[config.mk]
export PLATFORM = sky130hd
export DESIGN_NAME = seq_host_ctrl_flat
export DESIGN_NICKNAME = d
export VERILOG_FILES = /design/src/design/seq_host_pkg.sv /design/src/design/seq_io_if.sv /design/src/design/seq_host_ctrl.sv /design/src/flat_wrapper.sv
export VERILOG_INCLUDE_DIRS = /design/src /design/src/design
export SDC_FILE = /design/constraint.sdc
export NUM_CORES = 2
export LEC_CHECK = 0
export BUFFER_PORTS_ARGS = -buffer_cell sky130_fd_sc_hd__buf_2
export CAP_MARGIN = 20
export CORE_MARGIN = 4
export CORE_UTILIZATION = 59
export CTS_BUF_LIST = sky130_fd_sc_hd__clkbuf_8
export CTS_CLUSTER_SIZE = 14
export DETAILED_ROUTE_END_ITERATION = 6
export GPL_TIMING_DRIVEN = 0
export MAX_ROUTING_LAYER = met4
export PLACE_DENSITY = 0.89
export RECOVER_POWER = 25
export SYNTH_ARGS = -nofsm -noshare
export SYNTH_HDL_FRONTEND = slang
export SYNTH_SLANG_ARGS = --single-unit
[constraint.sdc]
create_clock -name mclk -period 34.5 [get_ports mclk]
set_input_delay 3.45 -clock mclk [delete_from_list [all_inputs] [get_ports mclk]]
set_output_delay 3.45 -clock mclk [all_outputs]
set_load 0.01 [all_outputs]
[src/design/seq_host_defines.svh]
/*
 * Offsets, field positions, reset values and sizes for the sequencer host
 * control block and its bridge. Assumes nothing; definitions only.
 */
`ifndef SEQ_HOST_DEFINES_SVH
`define SEQ_HOST_DEFINES_SVH

// --------------------
// Device I/O register offsets
// --------------------
`define IO_HOST_CONTROL   4'h0
`define IO_PAGE_POINTER   4'h1
`define IO_ARRAY_COUNTER  4'h2
`define IO_PAGE_VALUE     4'h3
`define IO_QUEUE_IN       4'h4
`define IO_QUEUE_OUT      4'h5
`define IO_QUEUE_OUT_CNT  4'h6
`define IO_IRQ_STATUS     4'h7
`define IO_IRQ_CLEAR      4'h8
`define IO_SEQ_CONTROL    4'h9
`define IO_BREAK_LOW      4'hA
`define IO_BREAK_HIGH     4'hB
`define IO_ERROR_FLAGS    4'hC
`define IO_SCSI_MASK_A    4'hD
`define IO_SCSI_MASK_B    4'hE

// --------------------
// Field positions
// --------------------
`define HC_GLOBAL_IRQ_EN  1
`define HC_PAUSE          2
`define HC_SOFTWARE_IRQ   4
`define HC_POWER_DOWN     6
`define ST_SEQ_REQUEST    0
`define ST_COMMAND_DONE   1
`define ST_SCSI_EVENT     2
`define ST_BREAK_FAIL     3
`define SC_BREAK_IRQ_EN   3
`define SC_PARITY_DIS     4
`define SC_FAILURE_DIS    5
`define BH_BREAK_DISABLE  7
`define AC_AUTO_INC       7
`define ER_PARITY         0
`define ER_BAD_OPCODE     1
`define ER_BAD_SEQ_ADDR   2
`define ER_BAD_HOST_ADDR  3

// --------------------
// Sizes and reset values
// --------------------
`define PAGE_BYTES        32
`define PAGE_COUNT        4
`define QUEUE_DEPTH       4
`define RESET_BYTE        8'h00
`define RESET_BREAK_HIGH  8'h80

// --------------------
// APB bridge register offsets
// --------------------
`define APB_COMMAND       12'h000
`define APB_STATUS        12'h004

`endif

[src/design/seq_host_pkg.sv]
/*
 * Shared types for the sequencer host control block and its bridge.
 * Assumes the defines header is compiled alongside.
 */
package seq_host_pkg;
   typedef logic [7:0] io_byte_t;
   typedef logic [3:0] io_addr_t;
   typedef enum logic {
      BR_IDLE = 1'b0,
      BR_WAIT = 1'b1
   } bridge_state_t;
endpackage

[src/design/seq_io_if.sv]
/*
 * Byte-wide I/O port between the host bridge and the device.
 * Assumes both ends share mclk.
 */
`timescale 1ns/100ps
`default_nettype none
interface seq_io_if;
   import seq_host_pkg::*;
   io_addr_t io_addr;
   logic     io_wr;
   logic     io_rd;
   io_byte_t io_wdata;
   io_byte_t io_rdata;
   logic     io_ack;
   logic     irq;

   modport dev (input io_addr, input io_wr, input io_rd, input io_wdata,
                output io_rdata, output io_ack, output irq);
   modport drv (output io_addr, output io_wr, output io_rd, output io_wdata,
                input io_rdata, input io_ack, input irq);
endinterface
`default_nettype wire

[src/design/seq_host_ctrl.sv]
/*
 * Device end: paged block array, queue FIFOs, pause handshake, interrupt
 * status and gating, power-down. Assumes a host on the dev modport and a
 * sequencer on plain ports, all on mclk.
 */
// Functional notes
// - Array shown as 32-byte pages by pointer.
// - Auto-increment advances location on each access.
// - Driver clears auto-increment before random access.
// - Driver writes array only while paused.
// - Pause request answered by acknowledge at bit 2.
// - Driver command issue sequence through queue-in.
// - Sequencer pops queue-in, may push back.
// - Completion pushes queue-out, sets bit 1, runs.
// - Queue-out, count, status readable without pause.
// - Sequencer request self-pauses until host clears bit 0, then releases.
// - Masked SCSI event sets status and pauses.
// - Breakpoint match pauses, sets bit 3.
// - Breakpoint irq enabled by bit 3, cleared.
// - Failures set break status unless disabled.
// - Opcode parity error sets break and flag.
// - Software irq holds request while set.
// - Power-down freezes, suppresses irq until cleared.
// - Driver pauses sequencer before power-down.
`timescale 1ns/100ps
`default_nettype none
`include "seq_host_defines.svh"
module seq_host_ctrl #(
   parameter int PAGES  = `PAGE_COUNT,
   parameter int QDEPTH = `QUEUE_DEPTH
) (
   // Clock and reset
   input  wire logic               mclk,
   input  wire logic               rst,
   // Host I/O port
   seq_io_if.dev                   io,
   // Sequencer queue access
   input  wire logic               seq_qin_pop,
   input  wire logic               seq_qin_push,
   input  wire seq_host_pkg::io_byte_t seq_qin_index,
   output logic                    qin_ready,
   output seq_host_pkg::io_byte_t  qin_head,
   // Sequencer events
   input  wire logic               seq_req,
   input  wire logic [3:0]         seq_code,
   input  wire logic               seq_done,
   input  wire seq_host_pkg::io_byte_t seq_done_index,
   input  wire logic [7:0]         scsi_cond_a,
   input  wire logic [7:0]         scsi_cond_b,
   input  wire logic [9:0]         seq_pc,
   input  wire logic               fail_opcode,
   input  wire logic               fail_seq_addr,
   input  wire logic               fail_host_addr,
   input  wire logic               parity_fault,
   // Sequencer run control
   output logic                    seq_run
);
   import seq_host_pkg::*;

   localparam int PW  = $clog2(PAGES);
   localparam int QAW = $clog2(QDEPTH);

   if (PAGES < 2 || (1 << PW) != PAGES || PAGES > 256) begin : g_bad_pages
      $error("PAGES must be a power of two from 2 to 256");
   end
   if (QDEPTH < 2 || (1 << QAW) != QDEPTH) begin : g_bad_depth
      $error("QDEPTH must be a power of two of at least 2");
   end

   typedef struct packed {
      logic [PAGES*`PAGE_BYTES-1:0][7:0] arr;
      io_byte_t                 block_page_pointer;
      io_byte_t                 block_array_counter;
      logic                     global_irq_enable;
      logic                     pause_req;
      logic                     software_irq;
      logic                     power_down;
      logic                     pause_acknowledge;
      io_byte_t                 sequencer_control_reg;
      io_byte_t                 break_address_low;
      io_byte_t                 break_address_high;
      io_byte_t                 scsi_irq_mask_a;
      io_byte_t                 scsi_irq_mask_b;
      logic [3:0]               status;
      logic [3:0]               request_reason_code;
      logic [3:0]               error_flags;
      logic [QDEPTH-1:0][7:0]   qi_mem;
      logic [QAW-1:0]           qi_head;
      logic [QAW:0]             qi_cnt;
      logic [QDEPTH-1:0][7:0]   qo_mem;
      logic [QAW-1:0]           qo_head;
      logic [QAW:0]             qo_cnt;
      io_byte_t                 rdata;
      logic                     ack;
      logic                     irq;
      logic                     run;
      logic                     qready;
      io_byte_t                 qhead;
   } state_t;

   state_t s;
   state_t next_s;

   function automatic logic [QAW-1:0] slot(input logic [QAW-1:0] head,
                                           input logic [QAW:0]   cnt);
      slot = head + cnt[QAW-1:0];
   endfunction

   // --------------------
   // Next state
   // --------------------
   always_comb begin
      logic [PW+4:0] idx;
      logic          hit;
      logic          scsi_hit;
      logic          brk_hit;
      logic [3:0]    fails;
      next_s = s;
      idx = {s.block_page_pointer[PW-1:0], s.block_array_counter[4:0]};
      hit = 1'b0;
      scsi_hit = |(scsi_cond_a & s.scsi_irq_mask_a) | |(scsi_cond_b & s.scsi_irq_mask_b);
      brk_hit = s.run && !s.break_address_high[`BH_BREAK_DISABLE] &&
                seq_pc == {s.break_address_high[1:0], s.break_address_low};
      fails[`ER_PARITY] = parity_fault &&
                          !s.sequencer_control_reg[`SC_PARITY_DIS];
      fails[`ER_BAD_OPCODE]    = fail_opcode;
      fails[`ER_BAD_SEQ_ADDR]  = fail_seq_addr;
      fails[`ER_BAD_HOST_ADDR] = fail_host_addr;
      if (s.sequencer_control_reg[`SC_FAILURE_DIS])
         fails[3:1] = 3'b000;
      next_s.ack = io.io_rd | io.io_wr;

      // Host reads; only the array and queue-out have side effects.
      if (io.io_rd) begin
         unique case (io.io_addr)
            `IO_HOST_CONTROL: next_s.rdata = {1'b0, s.power_down, 1'b0,
                                 s.software_irq, 1'b0, s.pause_acknowledge,
                                 s.global_irq_enable, 1'b0};
            `IO_PAGE_POINTER:  next_s.rdata = s.block_page_pointer;
            `IO_ARRAY_COUNTER: next_s.rdata = s.block_array_counter;
            `IO_PAGE_VALUE: begin
               next_s.rdata = s.arr[idx];
               hit = 1'b1;
            end
            `IO_QUEUE_IN:      next_s.rdata = s.qi_mem[s.qi_head];
            `IO_QUEUE_OUT: begin
               next_s.rdata = (s.qo_cnt != '0) ? s.qo_mem[s.qo_head] : `RESET_BYTE;
               if (s.qo_cnt != '0) begin
                  next_s.qo_head = s.qo_head + 1'b1;
                  next_s.qo_cnt  = s.qo_cnt - 1'b1;
               end
            end
            `IO_QUEUE_OUT_CNT: next_s.rdata = 8'(s.qo_cnt);
            `IO_IRQ_STATUS:    next_s.rdata = {s.request_reason_code, s.status};
            `IO_SEQ_CONTROL:   next_s.rdata = s.sequencer_control_reg;
            `IO_BREAK_LOW:     next_s.rdata = s.break_address_low;
            `IO_BREAK_HIGH:    next_s.rdata = s.break_address_high;
            `IO_ERROR_FLAGS:   next_s.rdata = {4'h0, s.error_flags};
            `IO_SCSI_MASK_A:   next_s.rdata = s.scsi_irq_mask_a;
            `IO_SCSI_MASK_B:   next_s.rdata = s.scsi_irq_mask_b;
            default:           next_s.rdata = `RESET_BYTE;
         endcase
      end

      // Host writes. Clears come before the hardware sets below.
      if (io.io_wr) begin
         unique case (io.io_addr)
            `IO_HOST_CONTROL: begin
               next_s.global_irq_enable = io.io_wdata[`HC_GLOBAL_IRQ_EN];
               next_s.pause_req         = io.io_wdata[`HC_PAUSE] ||
                                          s.status[`ST_SEQ_REQUEST];
               next_s.software_irq      = io.io_wdata[`HC_SOFTWARE_IRQ];
               next_s.power_down        = io.io_wdata[`HC_POWER_DOWN];
            end
            `IO_PAGE_POINTER:  next_s.block_page_pointer = io.io_wdata;
            `IO_ARRAY_COUNTER: next_s.block_array_counter = io.io_wdata;
            `IO_PAGE_VALUE: begin
               next_s.arr[idx] = io.io_wdata;
               hit = 1'b1;
            end
            `IO_QUEUE_IN: begin
               if (s.qi_cnt != QDEPTH[QAW:0]) begin
                  next_s.qi_mem[slot(s.qi_head, s.qi_cnt)] = io.io_wdata;
                  next_s.qi_cnt = s.qi_cnt + 1'b1;
               end
            end
            `IO_IRQ_CLEAR: begin
               next_s.status = s.status & ~io.io_wdata[3:0];
               if (io.io_wdata[`ST_BREAK_FAIL])
                  next_s.error_flags = 4'h0;
            end
            `IO_SEQ_CONTROL: next_s.sequencer_control_reg = io.io_wdata;
            `IO_BREAK_LOW:   next_s.break_address_low = io.io_wdata;
            `IO_BREAK_HIGH:  next_s.break_address_high = io.io_wdata;
            `IO_SCSI_MASK_A: next_s.scsi_irq_mask_a = io.io_wdata;
            `IO_SCSI_MASK_B: next_s.scsi_irq_mask_b = io.io_wdata;
            default: ;
         endcase
      end

      // Auto-increment wraps within the selected page.
      if (hit && s.block_array_counter[`AC_AUTO_INC])
         next_s.block_array_counter[4:0] = s.block_array_counter[4:0] + 5'd1;

      // Sequencer side of queue-in: pop, and push back on a conflict.
      if (seq_qin_pop && s.qi_cnt != '0) begin
         next_s.qi_head = s.qi_head + 1'b1;
         next_s.qi_cnt  = next_s.qi_cnt - 1'b1;
      end
      if (seq_qin_push && next_s.qi_cnt != QDEPTH[QAW:0]) begin
         next_s.qi_mem[slot(next_s.qi_head, next_s.qi_cnt)] = seq_qin_index;
         next_s.qi_cnt = next_s.qi_cnt + 1'b1;
      end

      // Completion: no pause is taken for it.
      if (seq_done) begin
         if (next_s.qo_cnt != QDEPTH[QAW:0]) begin
            next_s.qo_mem[slot(next_s.qo_head, next_s.qo_cnt)] = seq_done_index;
            next_s.qo_cnt = next_s.qo_cnt + 1'b1;
         end
         next_s.status[`ST_COMMAND_DONE] = 1'b1;
      end

      if (seq_req) begin
         next_s.status[`ST_SEQ_REQUEST] = 1'b1;
         next_s.request_reason_code = seq_code;
         next_s.pause_req = 1'b1;
      end

      if (scsi_hit) begin
         next_s.status[`ST_SCSI_EVENT] = 1'b1;
         next_s.pause_req = 1'b1;
      end

      if (brk_hit || fails != 4'h0) begin
         next_s.status[`ST_BREAK_FAIL] = 1'b1;
         next_s.error_flags = next_s.error_flags | fails;
         next_s.pause_req = 1'b1;
      end

      // Acknowledge follows the registered pause, one cycle after the halt.
      next_s.pause_acknowledge = s.pause_req;
      next_s.run = !next_s.pause_req && !next_s.power_down;

      // Pending sources stay latched during power-down and show on release.
      next_s.irq = next_s.global_irq_enable && !next_s.power_down &&
                   (next_s.status[`ST_SEQ_REQUEST] || next_s.status[`ST_COMMAND_DONE] ||
                    next_s.status[`ST_SCSI_EVENT] ||
                    (next_s.status[`ST_BREAK_FAIL] &&
                     next_s.sequencer_control_reg[`SC_BREAK_IRQ_EN]) ||
                    next_s.software_irq);
      next_s.qready = next_s.qi_cnt != '0;
      next_s.qhead  = next_s.qi_mem[next_s.qi_head];
   end

   // --------------------
   // State register
   // --------------------
   always_ff @(posedge mclk or posedge rst) begin
      if (rst) begin
         s <= '0;
         s.break_address_high <= `RESET_BREAK_HIGH;
      end else begin
         s <= next_s;
      end
   end

   assign io.io_rdata = s.rdata;
   assign io.io_ack   = s.ack;
   assign io.irq      = s.irq;
   assign seq_run     = s.run;
   assign qin_ready   = s.qready;
   assign qin_head    = s.qhead;
endmodule
`default_nettype wire

[src/flat_wrapper.sv]
// flat-port wrapper written by rule: the top's interface ports become plain ports
module seq_host_ctrl_flat import seq_host_pkg::*;
#(
   parameter int PAGES  = `PAGE_COUNT,
   parameter int QDEPTH = `QUEUE_DEPTH
)
  (mclk, rst, seq_qin_pop, seq_qin_push, seq_qin_index, qin_ready, qin_head, seq_req, seq_code, seq_done, seq_done_index, scsi_cond_a, scsi_cond_b, seq_pc, fail_opcode, fail_seq_addr, fail_host_addr, parity_fault, seq_run, io_io_addr, io_io_wr, io_io_rd, io_io_wdata, io_io_rdata, io_io_ack, io_irq);
  seq_io_if io_i ();
  input  wire logic mclk;
  input  wire logic rst;
  input  wire logic seq_qin_pop;
  input  wire logic seq_qin_push;
  input  wire seq_host_pkg::io_byte_t seq_qin_index;
  output logic qin_ready;
  output seq_host_pkg::io_byte_t qin_head;
  input  wire logic seq_req;
  input  wire logic [3:0] seq_code;
  input  wire logic seq_done;
  input  wire seq_host_pkg::io_byte_t seq_done_index;
  input  wire logic [7:0] scsi_cond_a;
  input  wire logic [7:0] scsi_cond_b;
  input  wire logic [9:0] seq_pc;
  input  wire logic fail_opcode;
  input  wire logic fail_seq_addr;
  input  wire logic fail_host_addr;
  input  wire logic parity_fault;
  output logic seq_run;
  input wire logic [$bits(io_i.io_addr)-1:0] io_io_addr;
  input wire logic [$bits(io_i.io_wr)-1:0] io_io_wr;
  input wire logic [$bits(io_i.io_rd)-1:0] io_io_rd;
  input wire logic [$bits(io_i.io_wdata)-1:0] io_io_wdata;
  output wire logic [$bits(io_i.io_rdata)-1:0] io_io_rdata;
  output wire logic [$bits(io_i.io_ack)-1:0] io_io_ack;
  output wire logic [$bits(io_i.irq)-1:0] io_irq;
  assign io_i.io_addr = io_io_addr;
  assign io_i.io_wr = io_io_wr;
  assign io_i.io_rd = io_io_rd;
  assign io_i.io_wdata = io_io_wdata;
  assign io_io_rdata = io_i.io_rdata;
  assign io_io_ack = io_i.io_ack;
  assign io_irq = io_i.irq;
  seq_host_ctrl #(.PAGES(PAGES), .QDEPTH(QDEPTH)) u_core (.mclk(mclk), .rst(rst), .io(io_i), .seq_qin_pop(seq_qin_pop), .seq_qin_push(seq_qin_push), .seq_qin_index(seq_qin_index), .qin_ready(qin_ready), .qin_head(qin_head), .seq_req(seq_req), .seq_code(seq_code), .seq_done(seq_done), .seq_done_index(seq_done_index), .scsi_cond_a(scsi_cond_a), .scsi_cond_b(scsi_cond_b), .seq_pc(seq_pc), .fail_opcode(fail_opcode), .fail_seq_addr(fail_seq_addr), .fail_host_addr(fail_host_addr), .parity_fault(parity_fault), .seq_run(seq_run));
endmodule
==> metrics.yaml <==
htreeDepth: 4
finalSetupViolations: 0
outcome: "finished, violations left"
ys.flop_type: "dfrtp_1"
core_um2: 95150
ys_seq_area_share_pct: 52.65
drt_iter0_drc: 7601
post_drt_wl_per_cell_um: 40.68
grt_pass1_wl_um: 343200
synth_cells: 4253
ir_worst_vdd_mv: 0.06034
drtAntennaViolNets: 0
antenna_found_initial: 35
cp_max_fo: 43
cp.required_ns: 35.58
yosys_warnings: 0
synth_edf_count: 0
die_h_um: 317.7
slew_viol_final: 635
syn_to_final_growth_pct: 13.52
cts_tree: "yes"
setup_ws_ns: 24.78
synth.avg_cell_area_um2: 13.31
maxCapViolCount: 17
vias: 45120
grt_util_all_layers_pct: 49.92
async_flop_share_pct: 100.0
power.density_nw_per_um2: 67.34
netlist_area_um2: 56600
cts_setup_buffers: 0
violations: "DRC, capacitance limit, slew limit"
globalplace.congestion: 1.108
clk_path_buf_depth: 3
crit_path_start_kind: "input pin"
hp-class: "reg2reg"
numPortBuffers: 81
place_ws_ns: 26.95
fin_worst_skew_ns: 0.06292
crit_type: "in2async"
grt_pass1_vias: 44320
post_cts_resized: 0
dr.pass1.iters: 7
ctsHoldBuffers: 0
clk_pin_slew_worst_paths_ns: 0.06
viasPerCell: 7.417
relSlewSlack_pct: -57.45
arrival_ns: 10.80
ys_ff_latch: 1191
tns_ns: 0
tightestPinTransition_ns: 2.362
period_share_pct: 28.18
start_util_pct: 59.49
hold-worst-slack_ns: 0.3947
dieWidth_um: 317.7
dieArea_um2: 101000
drc_errors: 3
drive_above_1_share_pct: 40.81
hold_viol: 0
ios: 90
num_rows: 113
cts_made_buffers: 192
grt_max_degree: 45
cts_root_buf: "clkbuf_8"
wl_um: 247400
synth_nets: 4335
hpwl_um: 172800
power.leakage_nw: 30.87
nNetsFinal: 4709
clk_latency_ns: 0.95
fmax_mhz: 102.9
clock_sinks: 1191
fin_crit_ns: 9.721
overflow: 0
rsz0062_at_grt: "false"
synth.distinct_cells: 91
cp-end-kind: "asynchronous set/reset pin"
worst max-delay path: stages:
cell	delay (ns)
buf_2	0.10
clkinvlp_2	0.62
clkbuf_1	1.04
clkbuf_1	1.44
clkbuf_1	1.43
clkbuf_1	1.77
buf_12	0.33
buf_12	0.26
buf_12	0.24
logic make-up (layout without fill, tap and decap cells):
family | after synthesis | after routing | share of synthesized area, %
simple gates | 560 | 560 | 4.682
xor+xnor | 35 | 35 | 0.6012
flops | 1191 | 1191 | 52.65
fa+ha+maj | 12 | 12 | 0.2652
buf+inv | 355 | 878 | 2.675
compound gates | 587 | 587 | 7.644
other cells | 0 | 42 | 0
mux | 1513 | 1513 | 31.48
cells in the mapped netlist (all sizes together), types with 8 or more instances:
master   number  share of area (%)
xnor2        22               0.40
nor2        194                1.4
mux2       1257                 25
nand2b       20               0.22
mux2i       168                3.0
ha           12               0.27
a22oi        77                1.0
nand2       187                1.3
and2         10               0.11
o22ai        29               0.32
a221o        34               0.60
and3         11               0.12
a31oi        21               0.29
a22o         17               0.26
mux4         88                3.5
inv          25               0.17
clkbuf      212                1.4
xor2         13               0.20
o221a         9               0.18
dfrtp      1190                 53
nor3         28               0.30
o21ai        91               0.82
a32o          9               0.16
a211oi       17               0.23
a21oi        98               0.87
buf         116                1.1
o211ai        8               0.11
nand4        18               0.20
nand3        37               0.34
a221oi       79                1.2
o2bb2ai      20               0.31
nor2b        18               0.20
o221ai       15               0.23
path summary, 6_finish.rpt:
path	cells after the start	start	slack, ns	endpoint
worst max-delay path	9	rst	24.78	u_core.s[570]
worst min-delay path	0	u_core.next_s[146]	0.39	u_core.s[146]
worst max register to register	11	u_core.s[151]	27.63	u_core.io.io_rdata[6]
worst min register to register	0	u_core.next_s[146]	0.39	u_core.s[146]
max in group mclk	9	io_io_addr[2]	27.45	u_core.s[608]
min in group asynchronous	2	rst	2.72	u_core.qin_head[0]
cells in the final DEF (no fill, tap or decap), drive strengths merged, types with 8 or more instances in the layout:
cell type	netlist	final
mux2	1257	1257
dfrtp	1190	1190
clkbuf	212	484
buf	116	277
nor2	194	194
nand2	187	187
mux2i	168	168
a21oi	98	98
o21ai	91	91
mux4	88	88
inv	25	85
a221oi	79	79
a22oi	77	77
diode	0	42
nand3	37	37
a221o	34	34
o22ai	29	29
nor3	28	28
xnor2	22	22
a31oi	21	21
clkinv	2	21
nand2b	20	20
o2bb2ai	20	20
nor2b	18	18
nand4	18	18
a22o	17	17
a211oi	17	17
o221ai	15	15
xor2	13	13
ha	12	12
and3	11	11
and2	10	10
a32o	9	9
o221a	9	9
o211ai	8	8
sequential cells by signal, indices dropped and copies added (netlist names):
signal	flops
u_core.s	1170
u_core.qin_head	8
u_core.seq_run	1
u_core.io.irq	1
u_core.qin_ready	1
u_core.next_s	1
u_core.io.io_rdata	8
u_core.io.io_ack	1
metrics by stage:
step	util [%]	cells	instance area, um2	total power [mW]
2_1_floorplan	-	4253	56610	2.270
3_3_place_gp	61.58	5599	58600	2.814
3_5_place_dp	63.31	5690	60250	2.901
4_1_cts	67.60	6033	64330	4.180
5_1_grt	67.50	6072	64230	4.357
6_report	67.53	6083	64260	4.327
power by group:
part | switching (mW) | total [mW] | internal [mW] | leakage (nW)
clock | 0.614 | 1.31 | 0.695 | 2.30
combinational | 0.994 | 1.44 | 0.451 | 12.3
sequential | 0.0752 | 1.57 | 1.50 | 16.3
total | 1.68 | 4.33 | 2.64 | 30.9
layer usage:
layer	up-vias	part of all wire (%)	global-route usage [%]
li1	16620	-	-
met1	22890	35	61.31
met2	4271	39	62.85
met3	1339	17	25.32
met4	0	9.4	35.47
met5	-	0	-
layout make-up:
class	count	area, um2
Fill cell	6783	30890
Sequential cell	1191	29800
Multi-Input combinational cell	2707	25290
Clock buffer	253	3482
Timing Repair Buffer	180	1878
Tap cell	1265	1583
Buffer	328	1420
Clock inverter	90	598.1
Antenna cell	42	105.1
Inverter	27	102.6
Note: power is estimated with default switching activity, not from simulation.
